`src/otp_pkg.sv`:
```
/*
 * shared constants for the otp protection register link: command codes,
 * identifier word offsets, status flag positions, register map of the
 * controller's own software registers.
 * assumes a single clock domain and one device on the link.
 */
package otp_pkg;
    // link commands
    localparam logic [7:0] CMD_READ_ARRAY   = 8'hff;
    localparam logic [7:0] CMD_READ_IDENT   = 8'h90;
    localparam logic [7:0] CMD_OTP_PROGRAM  = 8'hc0;
    localparam logic [7:0] CMD_READ_STATUS  = 8'h70;
    localparam logic [7:0] CMD_CLEAR_STATUS = 8'h50;
    // identifier space word offsets: lock word, then eight data words
    localparam logic [7:0] ID_LOCK_WORD     = 8'h80;
    localparam logic [7:0] ID_OTP_BASE      = 8'h81;
    localparam int         OTP_WORDS        = 8;
    localparam int         FACTORY_WORDS    = 4;
    localparam logic [15:0] LOCK_USER_VALUE = 16'hfffd;
    localparam logic [15:0] LOCK_RESET      = 16'hfffe;
    // status flag positions
    localparam int SR_READY    = 7;
    localparam int SR_SEQ_ERR  = 5;
    localparam int SR_PROG_ERR = 4;
    localparam int SR_SUPPLY   = 3;
    // partition activity
    localparam int NUM_PARTS   = 4;
    localparam int PARAM_PART  = 0;
    // program busy time
    localparam int PROG_NS     = 200;
    localparam int CLK_NS      = 25;
    localparam int PROG_CYCLES = (PROG_NS + CLK_NS - 1) / CLK_NS;
    // controller register map (byte offsets)
    localparam logic [7:0] REG_CTRL    = 8'h00;
    localparam logic [7:0] REG_ADDR    = 8'h04;
    localparam logic [7:0] REG_WDATA   = 8'h08;
    localparam logic [7:0] REG_RDATA   = 8'h0c;
    localparam logic [7:0] REG_IRQ_ST  = 8'h10;
    localparam logic [7:0] REG_IRQ_MSK = 8'h14;
    localparam logic [7:0] REG_LSTAT   = 8'h18;
    // controller operations in ctrl[2:0]
    typedef enum logic [2:0] {
        OP_NONE, OP_READ_ID, OP_READ_ARRAY, OP_PROGRAM, OP_READ_STATUS, OP_CLEAR
    } op_t;
endpackage : otp_pkg

```
`src/otp_link_if.sv`:
```
/*
 * link between controller and otp device: one command strobe per cycle,
 * read data returned one cycle later on the same clock.
 * assumes both ends share clk and reset.
 */
`timescale 1ns/1ps
interface otp_link_if;
    localparam int NP = 4;
    logic        cmd_valid;
    logic        cmd_write;
    logic [1:0]  cmd_part;
    logic [7:0]  cmd_addr;
    logic [15:0] cmd_data;
    logic        rsp_valid;
    logic [15:0] rsp_data;
    logic        rsp_refused;
    logic [NP-1:0] part_busy;
    modport device (input cmd_valid, cmd_write, cmd_part, cmd_addr, cmd_data,
                    input part_busy, output rsp_valid, rsp_data, rsp_refused);
    modport host   (output cmd_valid, cmd_write, cmd_part, cmd_addr, cmd_data,
                    output part_busy, input rsp_valid, rsp_data, rsp_refused);
endinterface : otp_link_if

```
`src/otp_device.sv`:
```
/*
 * otp protection register device end: identifier reads, 16-bit user
 * programming, lock word, status flags and simultaneous-operation refusal.
 * assumes the host keeps the parameter-partition access restrictions.
 */
// The AHB-Lite register port and the placing of the registers were decided locally.
`timescale 1ns/1ps
module otp_device #(
    parameter logic [63:0] FACTORY_ID = 64'h0123_4567_89ab_cdef // arbitrary
) (
    // clock and reset
    input  wire logic     clk_sys_in,
    input  wire logic     rst_n_in,
    // programming supply comparator, asynchronous pin
    input  wire logic     supply_low_in,
    // link
    otp_link_if.device    link
);
    import otp_pkg::*;

    typedef enum {ST_ARRAY, ST_IDENT, ST_STATUS, ST_PROG_SETUP} mode_t;

    mode_t       mode_q [NUM_PARTS];
    logic [15:0] user_q [OTP_WORDS-FACTORY_WORDS];
    logic [15:0] lock_q;
    logic [7:0]  status_q;
    logic        prog_busy_q;
    logic [7:0]  prog_cnt_q;
    logic        sup_meta_q;
    logic        sup_q;
    logic        rsp_valid_q;
    logic        rsp_refused_q;
    logic [15:0] rsp_data_q;

    // supply pin crosses into the clock domain through two stages
    always_ff @(posedge clk_sys_in or negedge rst_n_in) begin
        if (!rst_n_in) begin
            sup_meta_q <= 1'b0;
            sup_q      <= 1'b0;
        end else begin
            sup_meta_q <= supply_low_in;
            sup_q      <= sup_meta_q;
        end
    end

    // decode of the current request
    wire        is_wr     = link.cmd_valid && link.cmd_write;
    wire        is_rd     = link.cmd_valid && !link.cmd_write;
    wire [1:0]  part      = link.cmd_part;
    wire [7:0]  addr      = link.cmd_addr;
    wire        in_otp    = addr >= ID_LOCK_WORD && addr < ID_OTP_BASE + 8'(OTP_WORDS);
    wire        in_user   = addr >= ID_OTP_BASE + 8'(FACTORY_WORDS) &&
                            addr < ID_OTP_BASE + 8'(OTP_WORDS);
    wire [2:0]  word_idx  = 3'(addr - ID_OTP_BASE);
    wire [1:0]  user_idx  = word_idx[1:0];
    wire        user_lock = !lock_q[1];
    wire        param_busy = link.part_busy[PARAM_PART];
    // main partition busy elsewhere is fine; the busy one itself is not
    wire        part_busy = link.part_busy[part];
    wire        prog_setup = mode_q[part] == ST_PROG_SETUP;

    // read refusal: own busy partition, parameter busy on otp ident reads, parameter during otp program
    wire rd_refuse = part_busy ||
                     (param_busy && mode_q[part] == ST_IDENT && in_otp) ||
                     (prog_busy_q && part == 2'(PARAM_PART));

    // word read from identifier space
    function automatic logic [15:0] otp_word(input logic [7:0] a, input logic [15:0] lk,
                                             input logic [63:0] fac,
                                             input logic [15:0] u0, input logic [15:0] u1,
                                             input logic [15:0] u2, input logic [15:0] u3);
        logic [2:0] i;
        i = 3'(a - ID_OTP_BASE);
        if (a == ID_LOCK_WORD) return lk;
        case (i)
            3'd0: return fac[15:0];
            3'd1: return fac[31:16];
            3'd2: return fac[47:32];
            3'd3: return fac[63:48];
            3'd4: return u0;
            3'd5: return u1;
            3'd6: return u2;
            default: return u3;
        endcase
    endfunction : otp_word

    wire [15:0] id_word = otp_word(addr, lock_q, FACTORY_ID,
                                   user_q[0], user_q[1], user_q[2], user_q[3]);
    wire [15:0] rd_word = mode_q[part] == ST_IDENT ?
                          (in_otp ? id_word : 16'h0000) :
                          (mode_q[part] == ST_ARRAY ? 16'hffff : {8'h00, status_q});

    // program data phase outcome
    wire data_phase  = is_wr && prog_setup;
    wire bad_addr    = data_phase && !in_otp;
    wire to_lock     = data_phase && addr == ID_LOCK_WORD;
    wire locked_hit  = data_phase && in_otp && !to_lock &&
                       (!in_user || user_lock);
    wire lock_locked = to_lock && user_lock;
    wire supply_bad  = data_phase && sup_q;
    wire prog_ok     = data_phase && !sup_q && in_otp && !locked_hit && !lock_locked;

    // per-partition mode machine
    for (genvar p = 0; p < NUM_PARTS; p++) begin : g_mode
        always_ff @(posedge clk_sys_in or negedge rst_n_in) begin
            if (!rst_n_in) begin
                mode_q[p] <= ST_ARRAY;
            end else if (is_wr && part == 2'(p)) begin
                if (prog_setup) begin
                    mode_q[p] <= ST_STATUS;
                end else begin
                    case (link.cmd_data[7:0])
                        CMD_READ_ARRAY:  mode_q[p] <= ST_ARRAY;
                        CMD_READ_IDENT:  mode_q[p] <= ST_IDENT;
                        CMD_READ_STATUS: mode_q[p] <= ST_STATUS;
                        CMD_OTP_PROGRAM: mode_q[p] <= ST_PROG_SETUP;
                        default:         mode_q[p] <= mode_q[p];
                    endcase
                end
            end
        end
    end

    // user words: programming only clears bits, so ones never return
    for (genvar w = 0; w < OTP_WORDS - FACTORY_WORDS; w++) begin : g_user
        always_ff @(posedge clk_sys_in or negedge rst_n_in) begin
            if (!rst_n_in) begin
                user_q[w] <= 16'hffff;
            end else if (prog_ok && in_user && user_idx == 2'(w)) begin
                user_q[w] <= user_q[w] & link.cmd_data;
            end
        end
    end

    // lock word: factory bit stays zero, user bit cleared by fffd
    always_ff @(posedge clk_sys_in or negedge rst_n_in) begin
        if (!rst_n_in) begin
            lock_q <= LOCK_RESET;
        end else if (prog_ok && to_lock) begin
            lock_q <= lock_q & link.cmd_data & 16'hfffe;
        end
    end

    // status flags: errors sticky until clear command; ready drops while programming
    wire clr_status = is_wr && !prog_setup && link.cmd_data[7:0] == CMD_CLEAR_STATUS;
    logic [7:0] status_d;
    always_comb begin
        status_d = clr_status ? 8'h00 : status_q;
        if (bad_addr) status_d[SR_PROG_ERR] = 1'b1;
        if (locked_hit || lock_locked) begin
            status_d[SR_PROG_ERR] = 1'b1;
            status_d[SR_SEQ_ERR]  = 1'b1;
        end
        if (supply_bad) status_d[SR_SUPPLY] = 1'b1;
        status_d[SR_READY] = !(prog_busy_q || prog_ok);
    end

    always_ff @(posedge clk_sys_in or negedge rst_n_in) begin
        if (!rst_n_in) begin
            status_q <= 8'h80;
        end else begin
            status_q <= status_d;
        end
    end

    // program busy timer
    always_ff @(posedge clk_sys_in or negedge rst_n_in) begin
        if (!rst_n_in) begin
            prog_busy_q <= 1'b0;
            prog_cnt_q  <= 8'h00;
        end else if (prog_ok) begin
            prog_busy_q <= 1'b1;
            prog_cnt_q  <= 8'(PROG_CYCLES);
        end else if (prog_busy_q) begin
            prog_cnt_q  <= prog_cnt_q - 8'h01;
            prog_busy_q <= prog_cnt_q != 8'h01;
        end
    end

    // read response registered one cycle after the request
    always_ff @(posedge clk_sys_in or negedge rst_n_in) begin
        if (!rst_n_in) begin
            rsp_valid_q   <= 1'b0;
            rsp_refused_q <= 1'b0;
            rsp_data_q    <= 16'h0000;
        end else begin
            rsp_valid_q   <= is_rd;
            rsp_refused_q <= is_rd && rd_refuse;
            rsp_data_q    <= (is_rd && !rd_refuse) ? rd_word : 16'h0000;
        end
    end

    assign link.rsp_valid   = rsp_valid_q;
    assign link.rsp_refused = rsp_refused_q;
    assign link.rsp_data    = rsp_data_q;
endmodule : otp_device

```
`src/flat_wrapper.sv`:
```
// flat-port wrapper written by rule: the top's interface ports become plain ports
module otp_device_flat import otp_pkg::*;
#(
    parameter logic [63:0] FACTORY_ID = 64'h0123_4567_89ab_cdef             
)
  (clk_sys_in, rst_n_in, supply_low_in, link_cmd_valid, link_cmd_write, link_cmd_part, link_cmd_addr, link_cmd_data, link_part_busy, link_rsp_valid, link_rsp_data, link_rsp_refused);
  otp_link_if link_i ();
  input  wire logic clk_sys_in;
  input  wire logic rst_n_in;
  input  wire logic supply_low_in;
  input wire logic [$bits(link_i.cmd_valid)-1:0] link_cmd_valid;
  input wire logic [$bits(link_i.cmd_write)-1:0] link_cmd_write;
  input wire logic [$bits(link_i.cmd_part)-1:0] link_cmd_part;
  input wire logic [$bits(link_i.cmd_addr)-1:0] link_cmd_addr;
  input wire logic [$bits(link_i.cmd_data)-1:0] link_cmd_data;
  input wire logic [$bits(link_i.part_busy)-1:0] link_part_busy;
  output wire logic [$bits(link_i.rsp_valid)-1:0] link_rsp_valid;
  output wire logic [$bits(link_i.rsp_data)-1:0] link_rsp_data;
  output wire logic [$bits(link_i.rsp_refused)-1:0] link_rsp_refused;
  assign link_i.cmd_valid = link_cmd_valid;
  assign link_i.cmd_write = link_cmd_write;
  assign link_i.cmd_part = link_cmd_part;
  assign link_i.cmd_addr = link_cmd_addr;
  assign link_i.cmd_data = link_cmd_data;
  assign link_i.part_busy = link_part_busy;
  assign link_rsp_valid = link_i.rsp_valid;
  assign link_rsp_data = link_i.rsp_data;
  assign link_rsp_refused = link_i.rsp_refused;
  otp_device #(.FACTORY_ID(FACTORY_ID)) u_core (.clk_sys_in(clk_sys_in), .rst_n_in(rst_n_in), .supply_low_in(supply_low_in), .link(link_i));
endmodule
```
`config.mk`:
```
export PLATFORM = sky130hd
export DESIGN_NAME = otp_device_flat
export DESIGN_NICKNAME = d
export VERILOG_FILES = /design/src/otp_pkg.sv /design/src/otp_link_if.sv /design/src/otp_device.sv /design/src/flat_wrapper.sv
export SDC_FILE = /design/constraint.sdc
export NUM_CORES = 1
export LEC_CHECK = 0
export ABC_AREA = 1
export ABC_CLOCK_PERIOD_IN_PS = 2100
export BUFFER_PORTS_ARGS = -buffer_cell sky130_fd_sc_hd__buf_2
export CAP_MARGIN = 20
export CORE_ASPECT_RATIO = 1.5
export CORE_MARGIN = 2
export CORE_UTILIZATION = 55
export CTS_CLUSTER_SIZE = 12
export DETAILED_ROUTE_END_ITERATION = 16
export MAX_ROUTING_LAYER = met4
export PLACE_DENSITY = 0.75
export SETUP_SLACK_MARGIN = 0.3
export SLEW_MARGIN = 20
export SYNTH_ARGS = -nofsm -noshare
export SYNTH_HDL_FRONTEND = slang
export SYNTH_SLANG_ARGS = --single-unit
```
`constraint.sdc`:
```
create_clock -name clk_sys_in -period 2.1 [get_ports clk_sys_in]
set_input_delay 0.21 -clock clk_sys_in [delete_from_list [all_inputs] [get_ports clk_sys_in]]
set_output_delay 0.21 -clock clk_sys_in [all_outputs]
set_load 0.05 [all_outputs]
```
# ---- Yosys cells after proc, flatten, opt, wreduce, memory -nomap -nowiden
# Cells that the tools add are included.
dict set report word_totals {
  ff_bits 240
  latchBits 0
  ram_bits 0
  rom_bits 0
  input_bits 35
  out_inout_bits 18
  wordCells 139
  memories 0
}
dict set report op_classes {
  addsub 2
  n_mul 0
  div 0
  order_cmp 5
  eq_ne 21
  shifts 0
  n_mux 23
  n_bitwise 6
  n_reduce_logical 62
}
# cell n
set op_table {}
lappend op_table {{32-bit one-hot mux with 4 select lines} 1}
lappend op_table {{16-bit one-hot mux with 7 select lines} 1}
lappend op_table {{16-bit two-way mux} 6}
lappend op_table {{32-bit two-way mux} 3}
lappend op_table {{16-bit AND} 5}
lappend op_table {{32-bit binary-select mux with 2-bit select} 1}
lappend op_table {{1-bit logical AND} 33}
lappend op_table {{32-bit by 2-bit equality test with 1-bit output (second input constant)} 1}
lappend op_table {{32-bit by 3-bit equality test with 1-bit output (second input constant)} 1}
lappend op_table {{8-bit equality test (second input constant)} 4}
lappend op_table {{32-bit zero test} 1}
lappend op_table {{8-bit by 7-bit equality test with 1-bit output (second input constant)} 2}
lappend op_table {{8-bit greater-or-equal comparator (second input constant)} 2}
lappend op_table {{8-bit two-way mux} 2}
lappend op_table {{1-bit zero test} 11}
lappend op_table {{3-bit equality test (second input constant)} 3}
lappend op_table {{2-bit equality test (second input constant)} 4}
lappend op_table {{8-bit less-than comparator (second input constant)} 1}
lappend op_table {{8-bit by 1-bit != test with 1-bit output (second input constant)} 1}
lappend op_table {{2-bit AND reduction} 4}
lappend op_table {{8-bit by 1-bit subtractor with 8-bit output (second input constant)} 1}
lappend op_table {{3-bit by 2-bit equality test with 1-bit output (second input constant)} 2}
lappend op_table {{1-bit two-way mux} 6}
lappend op_table {{6-bit two-way mux} 1}
lappend op_table {{other kinds (14)} 22}

# ---- Logic depth before layout (Yosys ltp)
dict set report logic_depth {
  ltp_word 15
  depth_mapped 15
  ltp_nobuf 12
}

# ---- Least setup slack after synthesis
# Ideal clock, no wire load.
dict set report synth_timing {
  path_type {input-to-reg}
  start {input link_cmd_part[0]}
  end {register u_core.user_q[21] (netlist bit)}
  setup_ns 0.072
  arrival_ns 1.550
  t_required_ns 2.028
  setup_slack_ns 0.478
  cell_stages 15
  n_path_buf 3
  cell_sequence {buf_2 -> clkinv_2 -> nand2_1 -> nand2_1 -> nand2_1 -> nand2_2 -> nand3_1 -> nor2_1 -> nand2_1 -> nor2_4 -> buf_6 -> buf_6 -> nand4_1 -> nand2_1 -> inv_1}
}
dict set report synth_between {
  elab_chain_cells 15
  elab_cells_between_ends 20
  classes_between {eq/ne: 1; mux: 3; bitwise: 1; reduce/logical: 15}
}
# element line
set synth_lines {}
lappend synth_lines {{start: declaration} flat_wrapper.sv:13} ;# input wire logic [$bits(link_i.cmd_part)-1:0] link_cmd_part;
lappend synth_lines {{2-bit NOT with 3-bit output (implied by the code) (*)} otp_device.sv:60} ;# wire prog_setup = mode_q[part] == ST_PROG_SETUP;
lappend synth_lines {{32-bit binary-select mux with 2-bit select (*)} otp_device.sv:60}
lappend synth_lines {{32-bit two-way mux (implied by the code) (*) (2 in series)} otp_device.sv:60}
lappend synth_lines {{32-bit by 3-bit equality test with 1-bit output (*)} otp_device.sv:60}
lappend synth_lines {{1-bit logical AND (*)} otp_device.sv:94} ;# wire data_phase = is_wr && prog_setup;
lappend synth_lines {{1-bit logical AND} otp_device.sv:96} ;# wire to_lock = data_phase && addr == ID_LOCK_WORD;
lappend synth_lines {{1-bit zero test} otp_device.sv:97} ;# wire locked_hit = data_phase && in_otp && !to_lock &&
lappend synth_lines {{1-bit logical AND (2 in series)} otp_device.sv:97}
lappend synth_lines {{1-bit zero test} otp_device.sv:101} ;# wire prog_ok = data_phase && !sup_q && in_otp && !locked_hit && !lock_locked;
lappend synth_lines {{1-bit logical AND} otp_device.sv:101}
lappend synth_lines {{1-bit logical AND (*)} otp_device.sv:101}
lappend synth_lines {{1-bit logical AND (*) (2 in series)} otp_device.sv:129} ;# end else if (prog_ok && in_user && user_idx == 2'(w)) begin
lappend synth_lines {{end signal: indexed assignment} otp_device.sv:130} ;# user_q[w] <= user_q[w] & link.cmd_data;
lappend synth_lines {{end: declaration} otp_device.sv:24} ;# logic [15:0] user_q [OTP_WORDS-FACTORY_WORDS];
# Mark *: on every way between the ends. The rest lies on a longest branch, timed or not. The select of a mux whose other input is x is not followed.
# A chain may end at the register's enable or synchronous reset.

# ---- Worst setup path after layout
dict set report layout_timing {
  start {register u_core.prog_busy_q}
  end {register u_core.prog_cnt_q[7]}
}
dict set report layout_between {
  elab_chain_cells 1
}
# element line
set layout_lines {}
lappend layout_lines {{start: declaration} otp_device.sv:27} ;# logic prog_busy_q;
lappend layout_lines {{start signal: assignment} otp_device.sv:169} ;# prog_busy_q <= 1'b0;
lappend layout_lines {{start signal: assignment} otp_device.sv:172} ;# prog_busy_q <= 1'b1;
lappend layout_lines {{start signal: assignment} otp_device.sv:176} ;# prog_busy_q <= prog_cnt_q != 8'h01;
lappend layout_lines {{2-bit nonzero test (no line)} -}
lappend layout_lines {{end signal: assignment} otp_device.sv:173} ;# prog_cnt_q <= 8'(PROG_CYCLES);
lappend layout_lines {{end signal: assignment} otp_device.sv:175} ;# prog_cnt_q <= prog_cnt_q - 8'h01;
lappend layout_lines {{end: declaration} otp_device.sv:28} ;# logic [7:0] prog_cnt_q;
# No other way between the ends.

==> out/metrics.yaml <==
status: "complete, no violations"
num-nets-final: 815
num-fill-cells: 749
ioPinCount: 53
netlist_area_um2: 5790
seq_area_frac_synth_pct: 53.6
maxCapViolCount: 0
multi_input_area_um2: 2120
worstPathCellList: "nand2_1, nor3_1, nand2_1, or2_2, nor2_1, xnor2_1, nor2_1"
slew_headroom_pct: 58.0
worstSetupEndpointType: "register"
wl_per_cell_um: 17.1
placed_area_um2: 6280
syn-num-nets: 734
clock_latency_ns: 0.42
fmax_mhz: 535
postRouteAntennaNets: 0
core_area_um2: 10200
use_met3_pct: 5.12
finalClockSkew_ns: 0.0110
worstPathArrival_ns: 2.16
worst_slew_pin_slew_ns: 0.630
drcViolationCount: 0
p_per_area_nw_per_um2: 797
ys_warn_count: 0
hp-class: "in2reg"
diodes: 0
use_met2_pct: 46.5
syn_avg_cell_area_um2: 8.31
dieWidth_um: 87.8
grt_first_pass_wirelength_um: 24300
antenna_found_initial: 0
synth-main-ff-cell: "dfstp_2"
ys_types: 36
synth_commonest_cells: "nand2_1 (185), inv_1 (115), dfstp_2 (80)"
cts_buffer_depth: 2
die_area_um2: 11400
grt_max_degree: 65
gp_congestion: 0.902
fin_area_um2: 7230
crit_fanout: 7
start_util_pct: 56.8
async_reset_ff_share_pct: 100
synth.area.top_cells: "dfstp_2 (36%), dfrtp_1 (17%), nand2_1 (12%), nand4_1 (7.8%), inv_1 (7.5%)"
drt_wl_total_um: 15900
cp.required_ns: 2.39
synth_edf_count: 0
drive_gt1_share_pct: 27.6
use_met1_pct: 34.8
tns_ns: 0
grt_overflow: 0
final_max_slew_viol_count: 0
busiest_layer: "met2"
htreeDepth: 4
port_buffers: 52
slowest_stage: "dfrtp_1"
fin_crit_ns: 1.87
cpPeakStageDelay_ns: 0.48
grt_use_total_pct: 28.8
final.period_utilization_pct: 89.0
synth_seq_cells: 120
finalSetupViolations: 0
via_count: 5257
critical_path_class: "reg2reg"
cp-start-kind: "register"
cts.sinks: 120
hpwlAfterDp_um: 9780
tritoncts: "done"
synth.most_common_cell: "nand2_1"
via_per_inst: 5.64
die_height_um: 130
yosysTopAreaCellShare_pct: 36.3
num_rows: 45
numCtsBuffers: 17
drtIter0Drc: 522
dr.pass1.iters: 6
utilization_pct: 71.0
area_delta_synth_final_pct: 24.8
clock-root-buffer: "clkbuf_16"
hold_viol: 0
grt_setup_unrepaired: "yes"
clk_pin_slew_worst_paths_ns: 0.06
synth_top_cell_by_area: "dfstp_2"
seq_area_um2: 3100
syn-instance-count: 697
first_global_vias: 5061
p_leak_nw: 3.71
vdd_drop_max_mv: 0.595
through the flow:
stage / worst slack [ns] / total power, W / hold slack (ns) / std cells
after floorplan: 0.478 / 0.00257 / -0.0856 / 697
after global placement: 0.0710 / 0.00275 / 0.117 / 881
after detailed placement: -0.00392 / 0.00275 / 0.117 / 881
after CTS: 0.266 / 0.00577 / 0.0246 / 916
after global routing: 0.140 / 0.00592 / 0.0315 / 932
final: 0.232 / 0.00576 / 0.0307 / 932
worst paths after layout:
| check | cells after the start | slack (ns) | endpoint | start |
|---|---|---|---|---|
| max | 7 | 0.23 | u_core.prog_cnt_q[7] | u_core.prog_busy_q |
| min | 2 | 0.03 | u_core.lock_q[3] | link_cmd_data[3] |
| max reg2reg | 7 | 0.23 | u_core.prog_cnt_q[7] | u_core.prog_busy_q |
| min reg2reg | 0 | 0.35 | u_core.sup_q | u_core.sup_meta_q |
| max in group asynchronous | 3 | 1.20 | u_core.user_q[17] | rst_n_in |
| min in group asynchronous | 2 | 0.23 | u_core.mode_q[33] | rst_n_in |
what timing repair did:
action / CTS / global route
resized for setup: 4 / 16
setup endpoints to repair: 43 / 116
hold endpoints to repair: 20 / 0
hold buffers: 3 / 0
pin swaps: 0 / 13
cloned: 0 / 7
buffers inserted: 0 / 9
cell type report:
class	instances	share of cell area, %
Clock buffer	25	7.01
Clock inverter	7	1.59
Inverter	120	6.28
Multi-Input combinational cell	427	29.3
Sequential cell	120	42.9
Tap cell	141	2.44
Timing Repair Buffer	92	10.5
cells in the final DEF (no fill, tap or decap), types with 3 or more instances in the layout:
cell and n:
nor2_4 3, clkinv_2 3, o21ai_0 34, clkbuf_1 4, a31oi_1 6, nor2_1 38
nand2_2 6, inv_1 115, a22oi_1 5, buf_4 23, buf_6 3, bufinv_16 3
nand3_1 15, nor3_1 8, a21oi_1 22, dlygate4sd3_1 3, a221oi_1 4, o21a_1 11
nor4_1 3, dfstp_2 80, clkbuf_16 24, buf_12 5, dfrtp_1 40, nand4_1 72
xnor2_1 3, buf_2 51, nand2_1 180, clkbuf_8 3
state kept, by name, indices dropped and copies added (netlist names):
register / count
u_core.lock_q: 15
u_core.mode_q: 8
u_core.link.rsp_valid: 1
u_core.link.rsp_refused: 1
u_core.sup_meta_q: 1
u_core.status_q: 4
u_core.link.rsp_data: 16
u_core.sup_q: 1
u_core.prog_cnt_q: 8
u_core.prog_busy_q: 1
u_core.user_q: 64
worst max-delay path: cells and delay by family, from the launching register on:
family,cells,cell delay [ns]
DFF,1,0.48
and+or+nand+nor,6,1.09
xor gates and xnor gates,1,0.17
kinds of logic (layout without fill, tap and decap cells):
logic type               count (synthesis)  in the layout  share of synthesized area (%)
XOR/XNOR                                 4              4                          0.605
AND/OR/NAND/NOR                        332            332                           25.9
buffers and inverters                  150            244                           10.5
flip-flops                             120            120                           53.6
AO/OA/AOI/OAI                           89             89                           9.03
adder cells (fa/ha/maj)                  2              2                          0.432
where the power goes:
part           switching (W)  internal [W]  leakage, nW
clock network        0.00101       0.00203        0.299
registers         0.00000545       0.00234         1.33
logic               0.000283     0.0000956         2.09
total                0.00130       0.00447         3.71
layer usage:
layer	vias to the layer above	routed length [um]
li1	2422	-
met1	2527	6230
met2	261	8200
met3	47	1050
met4	0	418
met5	-	0
No activity file was read; power rests on OpenSTA's default activity.
